[config.mk]
export PLATFORM = sky130hd
export DESIGN_NAME = adcs_serial_ctrl
export DESIGN_NICKNAME = d
export VERILOG_FILES = /design/src/shared/adcs_pkg.sv /design/src/rtl/adcs_lane_fmt.sv /design/src/rtl/adcs_serial_ctrl.sv
export SDC_FILE = /design/constraint.sdc
export NUM_CORES = 1
export LEC_CHECK = 0
export BUFFER_PORTS_ARGS = -buffer_cell sky130_fd_sc_hd__buf_2
export CAP_MARGIN = 20
export CORE_MARGIN = 4
export CORE_UTILIZATION = 55
export CTS_BUF_LIST = sky130_fd_sc_hd__clkbuf_8 sky130_fd_sc_hd__clkbuf_16
export DETAILED_ROUTE_END_ITERATION = 8
export GPL_ROUTABILITY_DRIVEN = 1
export HOLD_SLACK_MARGIN = 0.02
export MAX_ROUTING_LAYER = met4
export PLACE_DENSITY = 0.78
export SLEW_MARGIN = 25
export SYNTH_ARGS = -nofsm -noshare
export SYNTH_HDL_FRONTEND = slang
export SYNTH_SLANG_ARGS = --single-unit
[constraint.sdc]
create_clock -name mclk -period 4.2 [get_ports mclk]
set_input_delay 0.84 -clock mclk [delete_from_list [all_inputs] [get_ports mclk]]
set_output_delay 0.84 -clock mclk [all_outputs]
set_load 0.01 [all_outputs]
[src/shared/adcs_pkg.sv]
// Constants, types and register map of the converter control port.
// Assumes one system clock; serial pins arrive synchronous to it.
package adcs_pkg;

	// ----------------------------------------
	// Access framing
	// ----------------------------------------
	localparam int REG_W = 8;
	localparam int ADDR_W = 4;
	localparam int FRAME_BITS = 16;
	localparam int CMD_BITS = 8;
	localparam logic [4:0] CNT_CMD_DONE = 5'h08;
	localparam logic [4:0] CNT_LAST_OUT = 5'h0f;
	localparam logic [4:0] CNT_FULL = 5'h10;
	localparam int RW_POS = 15;
	localparam int ADDR_LSB = 8;
	localparam int SAMPLE_W = 12;

	// ----------------------------------------
	// Register map
	// ----------------------------------------
	localparam logic [3:0] ADDR_DEV_CTRL = 4'h0;
	localparam logic [3:0] ADDR_PAT_HI = 4'h1;
	localparam logic [3:0] ADDR_PAT_LO = 4'h2;
	localparam logic [3:0] PTR_RESET = 4'h0;
	localparam logic [7:0] DEV_CTRL_RESET = 8'h08;
	localparam logic [7:0] PAT_HI_RESET = 8'h00;
	localparam logic [7:0] PAT_LO_RESET = 8'h00;
	localparam logic [7:0] PAT_HI_MASK = 8'h3f;
	localparam int MODE_LSB = 6;
	localparam int LANE_POS = 5;
	localparam int DCS_POS = 4;
	localparam int CODING_POS = 3;
	localparam int ALIGN_POS = 2;
	localparam int PDA_POS = 1;
	localparam int PDB_POS = 0;
	localparam logic [11:0] FIXED_PATTERN = 12'ha63;

	typedef enum logic [1:0] {MODE_NORMAL, MODE_FIXED, MODE_USER, MODE_RSVD} adcs_mode_e;
	typedef enum logic [1:0] {PH_IDLE, PH_CMD, PH_DATA, PH_DONE} adcs_phase_e;

	typedef struct packed {
		adcs_mode_e mode;
		logic singleLane;
		logic dutyStab;
		logic twosComp;
		logic wordAlign;
		logic pdA;
		logic pdB;
		logic [11:0] userPattern;
	} adcs_ctrl_s;

	typedef struct packed {
		logic [11:0] upper;
		logic [5:0] lower;
		logic lowerEn;
		logic overrange;
		logic active;
	} adcs_lane_s;

endpackage : adcs_pkg

[src/rtl/adcs_lane_fmt.sv]
// Per-channel output word former: pattern select, coding, lane split.
// Assumes frameStrobe pulses once per output frame in mclk domain.
`timescale 1ns/1ps
module adcs_lane_fmt (
	input wire logic mclk,
	input wire logic nrst,
	input wire adcs_pkg::adcs_ctrl_s ctrl,
	input wire logic powerDown,
	input wire logic [adcs_pkg::SAMPLE_W-1:0] sample,
	input wire logic overrangeIn,
	input wire logic frameStrobe,
	output adcs_pkg::adcs_lane_s laneOut
);
	import adcs_pkg::*;

	logic [SAMPLE_W-1:0] word;
	logic [5:0] prevHigh_q;
	adcs_lane_s lane_q;

	// ----------------------------------------
	// Word source
	// ----------------------------------------
	always_comb begin
		case (ctrl.mode)
			MODE_NORMAL: word = ctrl.twosComp ? {~sample[11], sample[10:0]} : sample;
			MODE_FIXED: word = FIXED_PATTERN;
			MODE_USER: word = ctrl.userPattern;
			default: word = '0;
		endcase
	end

	// ----------------------------------------
	// Frame update
	// ----------------------------------------
	// Dual lane carries six bits per lane, so each lane runs at half rate
	always_ff @(posedge mclk) begin
		if (!nrst) begin
			lane_q <= '0;
			prevHigh_q <= '0;
		end else if (frameStrobe) begin
			lane_q.overrange <= overrangeIn;
			lane_q.active <= !powerDown;
			lane_q.lowerEn <= !ctrl.singleLane;
			if (!powerDown) begin
				prevHigh_q <= word[11:6];
				if (ctrl.singleLane) begin
					lane_q.upper <= word;
					lane_q.lower <= '0;
				end else begin
					lane_q.upper <= {6'h00, ctrl.wordAlign ? prevHigh_q : word[11:6]};
					lane_q.lower <= word[5:0];
				end
			end
		end
	end

	assign laneOut = lane_q;

endmodule : adcs_lane_fmt

[src/rtl/adcs_serial_ctrl.sv]
// Serial control port with three control registers and two lane formers.
// Assumes serial pins are synchronous to mclk and far slower than it.
//
// Notes on behaviour
// - An access is sixteen serial clocks with select held low; clocks past sixteen are ignored.
// - A write finishes in one access while the data phase returns register contents.
// - Input sampled on serial clock rise; output changes on its fall.
// - Each select assertion restarts the bit count and expects a command.
// - Select released before sixteen clocks: no address latch, no write.
// - Select rise latches the address and commits a write.
// - Command flag one means read, zero means write.
// - Write data stored at select release; read data field ignored.
// - Serial output floats unless select is asserted.
// - Register at the previous full access's address shifts out over falling edges eight to fifteen.
// - Readback pointer resets to register zero.
// - Mode field picks normal, fixed pattern, user pattern or reserved.
// - User pattern is register one bits 3:0 over register two.
// - Lane bit zero gives dual lane; one gives upper lane, lower floats.
// - Dual lane halves lane rate; both modes use double data rate.
// - Control bit four turns the duty-cycle stabiliser on.
// - Control bit three one gives two's complement, zero offset binary.
// - Align bit zero in single lane; in dual, one delays upper lane.
// - Power-down bits suspend channel A and channel B.
// - Each channel overrange flag refreshes once per frame.
`timescale 1ns/1ps
module adcs_serial_ctrl (
	input wire logic mclk,
	input wire logic nrst,
	input wire logic serialClk,
	input wire logic serialSelectN,
	input wire logic serialInLine,
	output logic serialOutLine,
	output logic serialOutEn,
	input wire logic [1:0][adcs_pkg::SAMPLE_W-1:0] samples,
	input wire logic [1:0] overrangeIn,
	input wire logic frameStrobe,
	output adcs_pkg::adcs_ctrl_s ctrlOut,
	output adcs_pkg::adcs_lane_s [1:0] lanes
);
	import adcs_pkg::*;

	// ----------------------------------------
	// Declarations
	// ----------------------------------------
	logic sclkPrev_q;
	logic selPrevN_q;
	logic sclkRise;
	logic sclkFall;
	logic selAssert;
	logic selRelease;
	logic [4:0] bitCnt_q;
	adcs_phase_e phase_q;
	logic [FRAME_BITS-1:0] shiftIn_q;
	logic [REG_W-1:0] outShift_q;
	logic sdo_q;
	logic oe_q;
	logic [ADDR_W-1:0] ptr_q;
	logic [REG_W-1:0] devCtrl_q;
	logic [REG_W-1:0] patHi_q;
	logic [REG_W-1:0] patLo_q;
	logic fullAccess;
	logic cmdRead;
	logic [ADDR_W-1:0] cmdAddr;
	logic [REG_W-1:0] cmdData;
	adcs_ctrl_s ctrl;
	adcs_ctrl_s ctrl_q;

	function automatic logic [REG_W-1:0] regRead(
		input logic [ADDR_W-1:0] a,
		input logic [REG_W-1:0] dc,
		input logic [REG_W-1:0] ph,
		input logic [REG_W-1:0] pl
	);
		case (a)
			ADDR_DEV_CTRL: regRead = dc;
			ADDR_PAT_HI: regRead = ph & PAT_HI_MASK;
			ADDR_PAT_LO: regRead = pl;
			default: regRead = '0;
		endcase
	endfunction : regRead

	// ----------------------------------------
	// Pin edge detection
	// ----------------------------------------
	always_ff @(posedge mclk) begin
		if (!nrst) begin
			sclkPrev_q <= 1'b0;
			selPrevN_q <= 1'b1;
		end else begin
			sclkPrev_q <= serialClk;
			selPrevN_q <= serialSelectN;
		end
	end

	assign sclkRise = serialClk && !sclkPrev_q;
	assign sclkFall = !serialClk && sclkPrev_q;
	assign selAssert = !serialSelectN && selPrevN_q;
	assign selRelease = serialSelectN && !selPrevN_q;

	// ----------------------------------------
	// Command decode
	// ----------------------------------------
	assign fullAccess = (bitCnt_q == CNT_FULL);
	assign cmdRead = shiftIn_q[RW_POS];
	assign cmdAddr = shiftIn_q[ADDR_LSB +: ADDR_W];
	assign cmdData = shiftIn_q[REG_W-1:0];

	// ----------------------------------------
	// Bit counter and access phase
	// ----------------------------------------
	// Clocks beyond sixteen are not counted, so the access stays full
	always_ff @(posedge mclk) begin
		if (!nrst) begin
			bitCnt_q <= '0;
			phase_q <= PH_IDLE;
		end else if (selAssert) begin
			bitCnt_q <= '0;
			phase_q <= PH_CMD;
		end else if (serialSelectN) begin
			phase_q <= PH_IDLE;
		end else if (sclkRise && bitCnt_q != CNT_FULL) begin
			bitCnt_q <= bitCnt_q + 5'h01;
			case (phase_q)
				PH_CMD: if (bitCnt_q + 5'h01 == CNT_CMD_DONE) phase_q <= PH_DATA;
				PH_DATA: if (bitCnt_q + 5'h01 == CNT_FULL) phase_q <= PH_DONE;
				default: phase_q <= phase_q;
			endcase
		end
	end

	// ----------------------------------------
	// Input shift register
	// ----------------------------------------
	always_ff @(posedge mclk) begin
		if (!nrst) begin
			shiftIn_q <= '0;
		end else if (selAssert) begin
			shiftIn_q <= '0;
		end else if (!serialSelectN && sclkRise && bitCnt_q != CNT_FULL) begin
			shiftIn_q <= {shiftIn_q[FRAME_BITS-2:0], serialInLine};
		end
	end

	// ----------------------------------------
	// Output shifter
	// ----------------------------------------
	// Data comes from the pointer of the last full access
	always_ff @(posedge mclk) begin
		if (!nrst) begin
			outShift_q <= '0;
			sdo_q <= 1'b0;
		end else if (selAssert) begin
			outShift_q <= regRead(ptr_q, devCtrl_q, patHi_q, patLo_q);
			sdo_q <= 1'b0;
		end else if (serialSelectN) begin
			sdo_q <= 1'b0;
		end else if (sclkFall && bitCnt_q >= CNT_CMD_DONE && bitCnt_q <= CNT_LAST_OUT) begin
			sdo_q <= outShift_q[REG_W-1];
			outShift_q <= {outShift_q[REG_W-2:0], 1'b0};
		end
	end

	always_ff @(posedge mclk) begin
		if (!nrst) begin
			oe_q <= 1'b0;
		end else begin
			oe_q <= !serialSelectN;
		end
	end

	assign serialOutLine = sdo_q;
	assign serialOutEn = oe_q;

	// ----------------------------------------
	// Address pointer
	// ----------------------------------------
	always_ff @(posedge mclk) begin
		if (!nrst) begin
			ptr_q <= PTR_RESET;
		end else if (selRelease && fullAccess) begin
			ptr_q <= cmdAddr;
		end
	end

	// ----------------------------------------
	// Register writes
	// ----------------------------------------
	// Reserved pattern bits are never stored, so they read back zero
	always_ff @(posedge mclk) begin
		if (!nrst) begin
			devCtrl_q <= DEV_CTRL_RESET;
			patHi_q <= PAT_HI_RESET;
			patLo_q <= PAT_LO_RESET;
		end else if (selRelease && fullAccess && !cmdRead) begin
			case (cmdAddr)
				ADDR_DEV_CTRL: devCtrl_q <= cmdData;
				ADDR_PAT_HI: patHi_q <= cmdData & PAT_HI_MASK;
				ADDR_PAT_LO: patLo_q <= cmdData;
				default: devCtrl_q <= devCtrl_q;
			endcase
		end
	end

	// ----------------------------------------
	// Control fields
	// ----------------------------------------
	always_comb begin
		ctrl.mode = adcs_mode_e'(devCtrl_q[MODE_LSB +: 2]);
		ctrl.singleLane = devCtrl_q[LANE_POS];
		ctrl.dutyStab = devCtrl_q[DCS_POS];
		ctrl.twosComp = devCtrl_q[CODING_POS];
		// Align ignored in single lane, guarding against a host slip
		ctrl.wordAlign = devCtrl_q[ALIGN_POS] && !devCtrl_q[LANE_POS];
		ctrl.pdA = devCtrl_q[PDA_POS];
		ctrl.pdB = devCtrl_q[PDB_POS];
		// Twelve-bit word: bits 5:4 of register one fall outside it
		ctrl.userPattern = {patHi_q[3:0], patLo_q};
	end

	always_ff @(posedge mclk) begin
		if (!nrst) begin
			ctrl_q <= '0;
		end else begin
			ctrl_q <= ctrl;
		end
	end

	assign ctrlOut = ctrl_q;

	// ----------------------------------------
	// Channel formers
	// ----------------------------------------
	for (genvar ch = 0; ch < 2; ch++) begin : g_chan
		adcs_lane_fmt u_fmt (
			.mclk(mclk),
			.nrst(nrst),
			.ctrl(ctrl_q),
			.powerDown(ch == 0 ? ctrl_q.pdA : ctrl_q.pdB),
			.sample(samples[ch]),
			.overrangeIn(overrangeIn[ch]),
			.frameStrobe(frameStrobe),
			.laneOut(lanes[ch])
		);
	end
endmodule : adcs_serial_ctrl

==> impl_metrics.env <==
export IMPL_design_die_area_um2=11800
export IMPL_criticalPathCategory="reg2out"
export IMPL_r2r_cells=6
export IMPL_hold_removal_path_class="reg2reg"
export IMPL_cts_reportedPaths_clkPinSlew_ps=60
export IMPL_hpwlAfterDp_um=9236
export IMPL_design_area_um2=6648
export IMPL_floorplan_core_area_um2=9819
export IMPL_maximum_number_of_pins_on_one_net_before_global_route_repair=47
export IMPL_rsz0062_at_grt="no"
export IMPL_most_common_layout_cells="131 x sky130_fd_sc_hd__dfxtp_1, 95 x sky130_fd_sc_hd__buf_2, 65 x sky130_fd_sc_hd__nand2_1, 62 x sky130_fd_sc_hd__nor2b_1, 40 x sky130_fd_sc_hd__a22oi_1"
export IMPL_gpl_final_weighted_congestion=0.8994
export IMPL_finalSetupTns_ps=0
export IMPL_postSynthCellCount=605
export IMPL_worst_r2r_setup_slack_ps=1920
export IMPL_clock_tree_htree_level_count=4
export IMPL_hold_viol_final=0
export IMPL_timing_slew_headroom_pct=38.72
export IMPL_min_from="g_chan[1].u_fmt.prevHigh_q[3]"
export IMPL_cts_resized=0
export IMPL_initial_cell_density_of_the_core_pct=56.72
export IMPL_finalMaxSlewViolations=0
export IMPL_clock_fmax_mhz=392.3
export IMPL_die_height_um=108.6
export IMPL_detailedPlace_worstSlack_ps=1614
export IMPL_final_period_minus_worst_setup_slack_ps=2549
export IMPL_detailedRoute_firstPassIterationCount=5
export IMPL_critical_path_required_ps=3360
export IMPL_power_static_leakage_nw=2.631
export IMPL_syn_area_per_cell_um2=9.205
export IMPL_critical_path_slowest_cell="sky130_fd_sc_hd__dfxtp_1"
export IMPL_design_portCount=96
export IMPL_globalRouteTotalUtil_pct=24.29
export IMPL_ratio_of_cells_with_drive_above_1_in_the_final_layout_pct=19.97
export IMPL_drc=0
export IMPL_whs_ps=454.1
export IMPL_clock_tree_from_tritoncts="yes"
export IMPL_num_nets_final=708
export IMPL_clock_latency_ps=520
export IMPL_die_width_um=108.6
export IMPL_synth_seq_area_share_pct=47.45
export IMPL_ant_diodes=0
export IMPL_crit_path_max_fanout=28
export IMPL_cp_slowest_stage_delay_ps=920
export IMPL_max_clock_path_buffers=2
export IMPL_crit_path_cells="buf_2"
export IMPL_antenna_violations_before_repair=0
export IMPL_ys_seq_elements=132
export IMPL_postSynthNetCount=640
export IMPL_worst_clock_skew_on_the_final_layout_ps=10.39
export IMPL_post_dp_cell_area_um2=6031
export IMPL_number_of_standard_cells_in_the_layout_taps_in_and_fillers_out=819
export IMPL_critical_path_startpoint_type="flop"
export IMPL_postCtsSetupBuffers=0
export IMPL_clockRootBuffer="sky130_fd_sc_hd__clkbuf_8"
export IMPL_path_buf_inv=1
export IMPL_area_growth_syn_to_layout_pct=19.37
export IMPL_filler_cell_count=787
export IMPL_run_status="finished, final reports clean"
export IMPL_std_cell_rows=36
export IMPL_mapped_area_um2=5569
export IMPL_worstMarginPinSlew_ps=917.9
export IMPL_port_buffers=95
export IMPL_critical_path_reg2reg_endpoint="patLo_q[2]"
export IMPL_worst_hold_path_endpoint="g_chan[1].u_fmt.prevHigh_q[3]"
export IMPL_postRouteAntennaNets=0
export IMPL_share_of_flip_flops_with_an_asynchronous_set_or_reset_after_synthesis_pct=0
export IMPL_period_share_pct=60.69
export IMPL_cts_buffers=17
export IMPL_via_count=4654
export IMPL_layout_commonest_cell="sky130_fd_sc_hd__dfxtp_1"
export IMPL_post_route_util_pct=67.70
export IMPL_worst_r2r_startpoint="bitCnt_q[0]"
export IMPL_timing_final_ws_setup_ps=1651
export IMPL_route_final_wire_length_um=13580
export IMPL_route_detailed_wl_per_inst_um=16.58
export IMPL_cts_sink_count=132
export IMPL_critical_path_endpoint_type="primary output"
export IMPL_power_density_nw_per_um2=451.5
export IMPL_routed_via_density=5.683
export IMPL_critPathArrivalTime_ps=1710
export IMPL_grt_overflow=0
export IMPL_most_used_flip_flop_cell_after_synthesis="sky130_fd_sc_hd__dfxtp_1"
export IMPL_max_vdd_ir_drop_mv=0.2478
export IMPL_post_synth_edffs=0
export IMPL_hold_path_depth=2
export IMPL_grt_first_pass_wirelength_um=21930
export IMPL_cell_variety_after_synth=47
export IMPL_grt_pass1_vias=4534
export IMPL_timing_critical_path_max_delay_family="flip-flops"
export IMPL_setup_violations_final=0
export IMPL_post_cts_hold_buffer_count=0
export IMPL_post_layout_total_power_mw=3.002
export IMPL_count_of_maximum_capacitance_violations=0
export IMPL_count_of_synthesis_stage_warnings_from_yosys=0
export IMPL_drt_initial_drc_count=448
export IMPL_dp_cells=787
[cell usage after synthesis, types with 3 or more instances]
cell / instances / area (µm²)
sky130_fd_sc_hd__inv_1: 12 / 45.04
sky130_fd_sc_hd__o31ai_1: 7 / 52.55
sky130_fd_sc_hd__a22oi_1: 40 / 300.3
sky130_fd_sc_hd__nor4_4: 3 / 63.81
sky130_fd_sc_hd__nand3_1: 6 / 30.03
sky130_fd_sc_hd__o211a_1: 3 / 30.03
sky130_fd_sc_hd__nor2_1: 25 / 93.84
sky130_fd_sc_hd__ha_1: 3 / 37.54
sky130_fd_sc_hd__and2_1: 22 / 137.6
sky130_fd_sc_hd__a31oi_1: 3 / 18.77
sky130_fd_sc_hd__xnor2_1: 3 / 26.28
sky130_fd_sc_hd__nor3_1: 3 / 15.01
sky130_fd_sc_hd__buf_4: 3 / 22.52
sky130_fd_sc_hd__o21ai_1: 17 / 85.08
sky130_fd_sc_hd__mux2_2: 3 / 33.78
sky130_fd_sc_hd__dfxtp_1: 132 / 2643
sky130_fd_sc_hd__mux2i_1: 39 / 390.4
sky130_fd_sc_hd__nand3b_1: 10 / 75.07
sky130_fd_sc_hd__a21boi_1: 6 / 45.04
sky130_fd_sc_hd__clkbuf_1: 41 / 153.9
sky130_fd_sc_hd__o21ai_0: 8 / 40.04
sky130_fd_sc_hd__nand2b_1: 13 / 81.33
sky130_fd_sc_hd__buf_2: 3 / 15.01
sky130_fd_sc_hd__o221ai_1: 6 / 52.55
sky130_fd_sc_hd__nand2_1: 65 / 244.0
sky130_fd_sc_hd__a21oi_1: 39 / 195.2
sky130_fd_sc_hd__nor2b_1: 62 / 387.9
[worst max-delay path by stage]
stage	slack (ps)	startpoint	cells past startpoint	to
after global placement	1730	frameStrobe	5	g_chan[1].u_fmt.laneOut[3]
after detailed placement	1610	frameStrobe	5	g_chan[1].u_fmt.laneOut[6]
after global routing	1540	ctrlOut[18]	1	ctrlOut[18]
final	1650	ctrlOut[18]	1	ctrlOut[18]
after floorplan	2120	serialClk	5	outShift_q[6]
after CTS	1490	ctrlOut[19]	1	ctrlOut[19]
[report_power, final]
| group | total [mW] | switching (mW) | internal [mW] |
|---|---|---|---|
| registers | 1.30 | 0.0181 | 1.29 |
| clock network | 1.52 | 0.516 | 1.00 |
| logic | 0.181 | 0.110 | 0.0718 |
| total | 3.00 | 0.643 | 2.36 |
[registers in the layout, summed over array words and instances, names as in the netlist]
signal and cells:
ctrlOut 20, selPrevN_q 1, serialOutLine 1, patLo_q 8
sclkPrev_q 1, g_chan.u_fmt.prevHigh_q 12, patHi_q 6, devCtrl_q 8
g_chan.u_fmt.laneOut 41, ptr_q 4, shiftIn_q 16, bitCnt_q 5
outShift_q 8, serialOutEn 1
[per-layer routing]
layer / GRT usage (%) / vias to the layer above / wire (µm)
met1: 27.95 / 2183 / 5546
met5: - / - / 0
met3: 6.335 / 44 / 985
li1: - / 2232 / -
met2: 40.07 / 195 / 6595
met4: 10.55 / 0 / 450
[layout make-up]
class                           count  area (µm²)  share of cell area (%)
Clock buffer                       20       455.4                   6.851
Tap cell                          133       166.4                   2.503
Inverter                           12       45.04                  0.6776
Multi-Input combinational cell    413        2686                   40.41
Timing Repair Buffer               97       490.5                   7.378
Sequential cell                   132        2644                   39.77
Clock inverter                     12       160.2                   2.409
[cells by family (layout without fill, tap and decap cells)]
group,count (synthesis),count (layout),share of synthesized area [%]
buffers and inverters,60,141,4.313
adder cells (fa/ha/maj),3,3,0.6741
flip-flops,132,132,47.45
XOR/XNOR,5,5,0.7865
AND/OR/NAND/NOR,221,221,22.08
multiplexers,43,43,7.818
AO/OA/AOI/OAI,141,141,16.87
(Power assumes the default switching activity.)
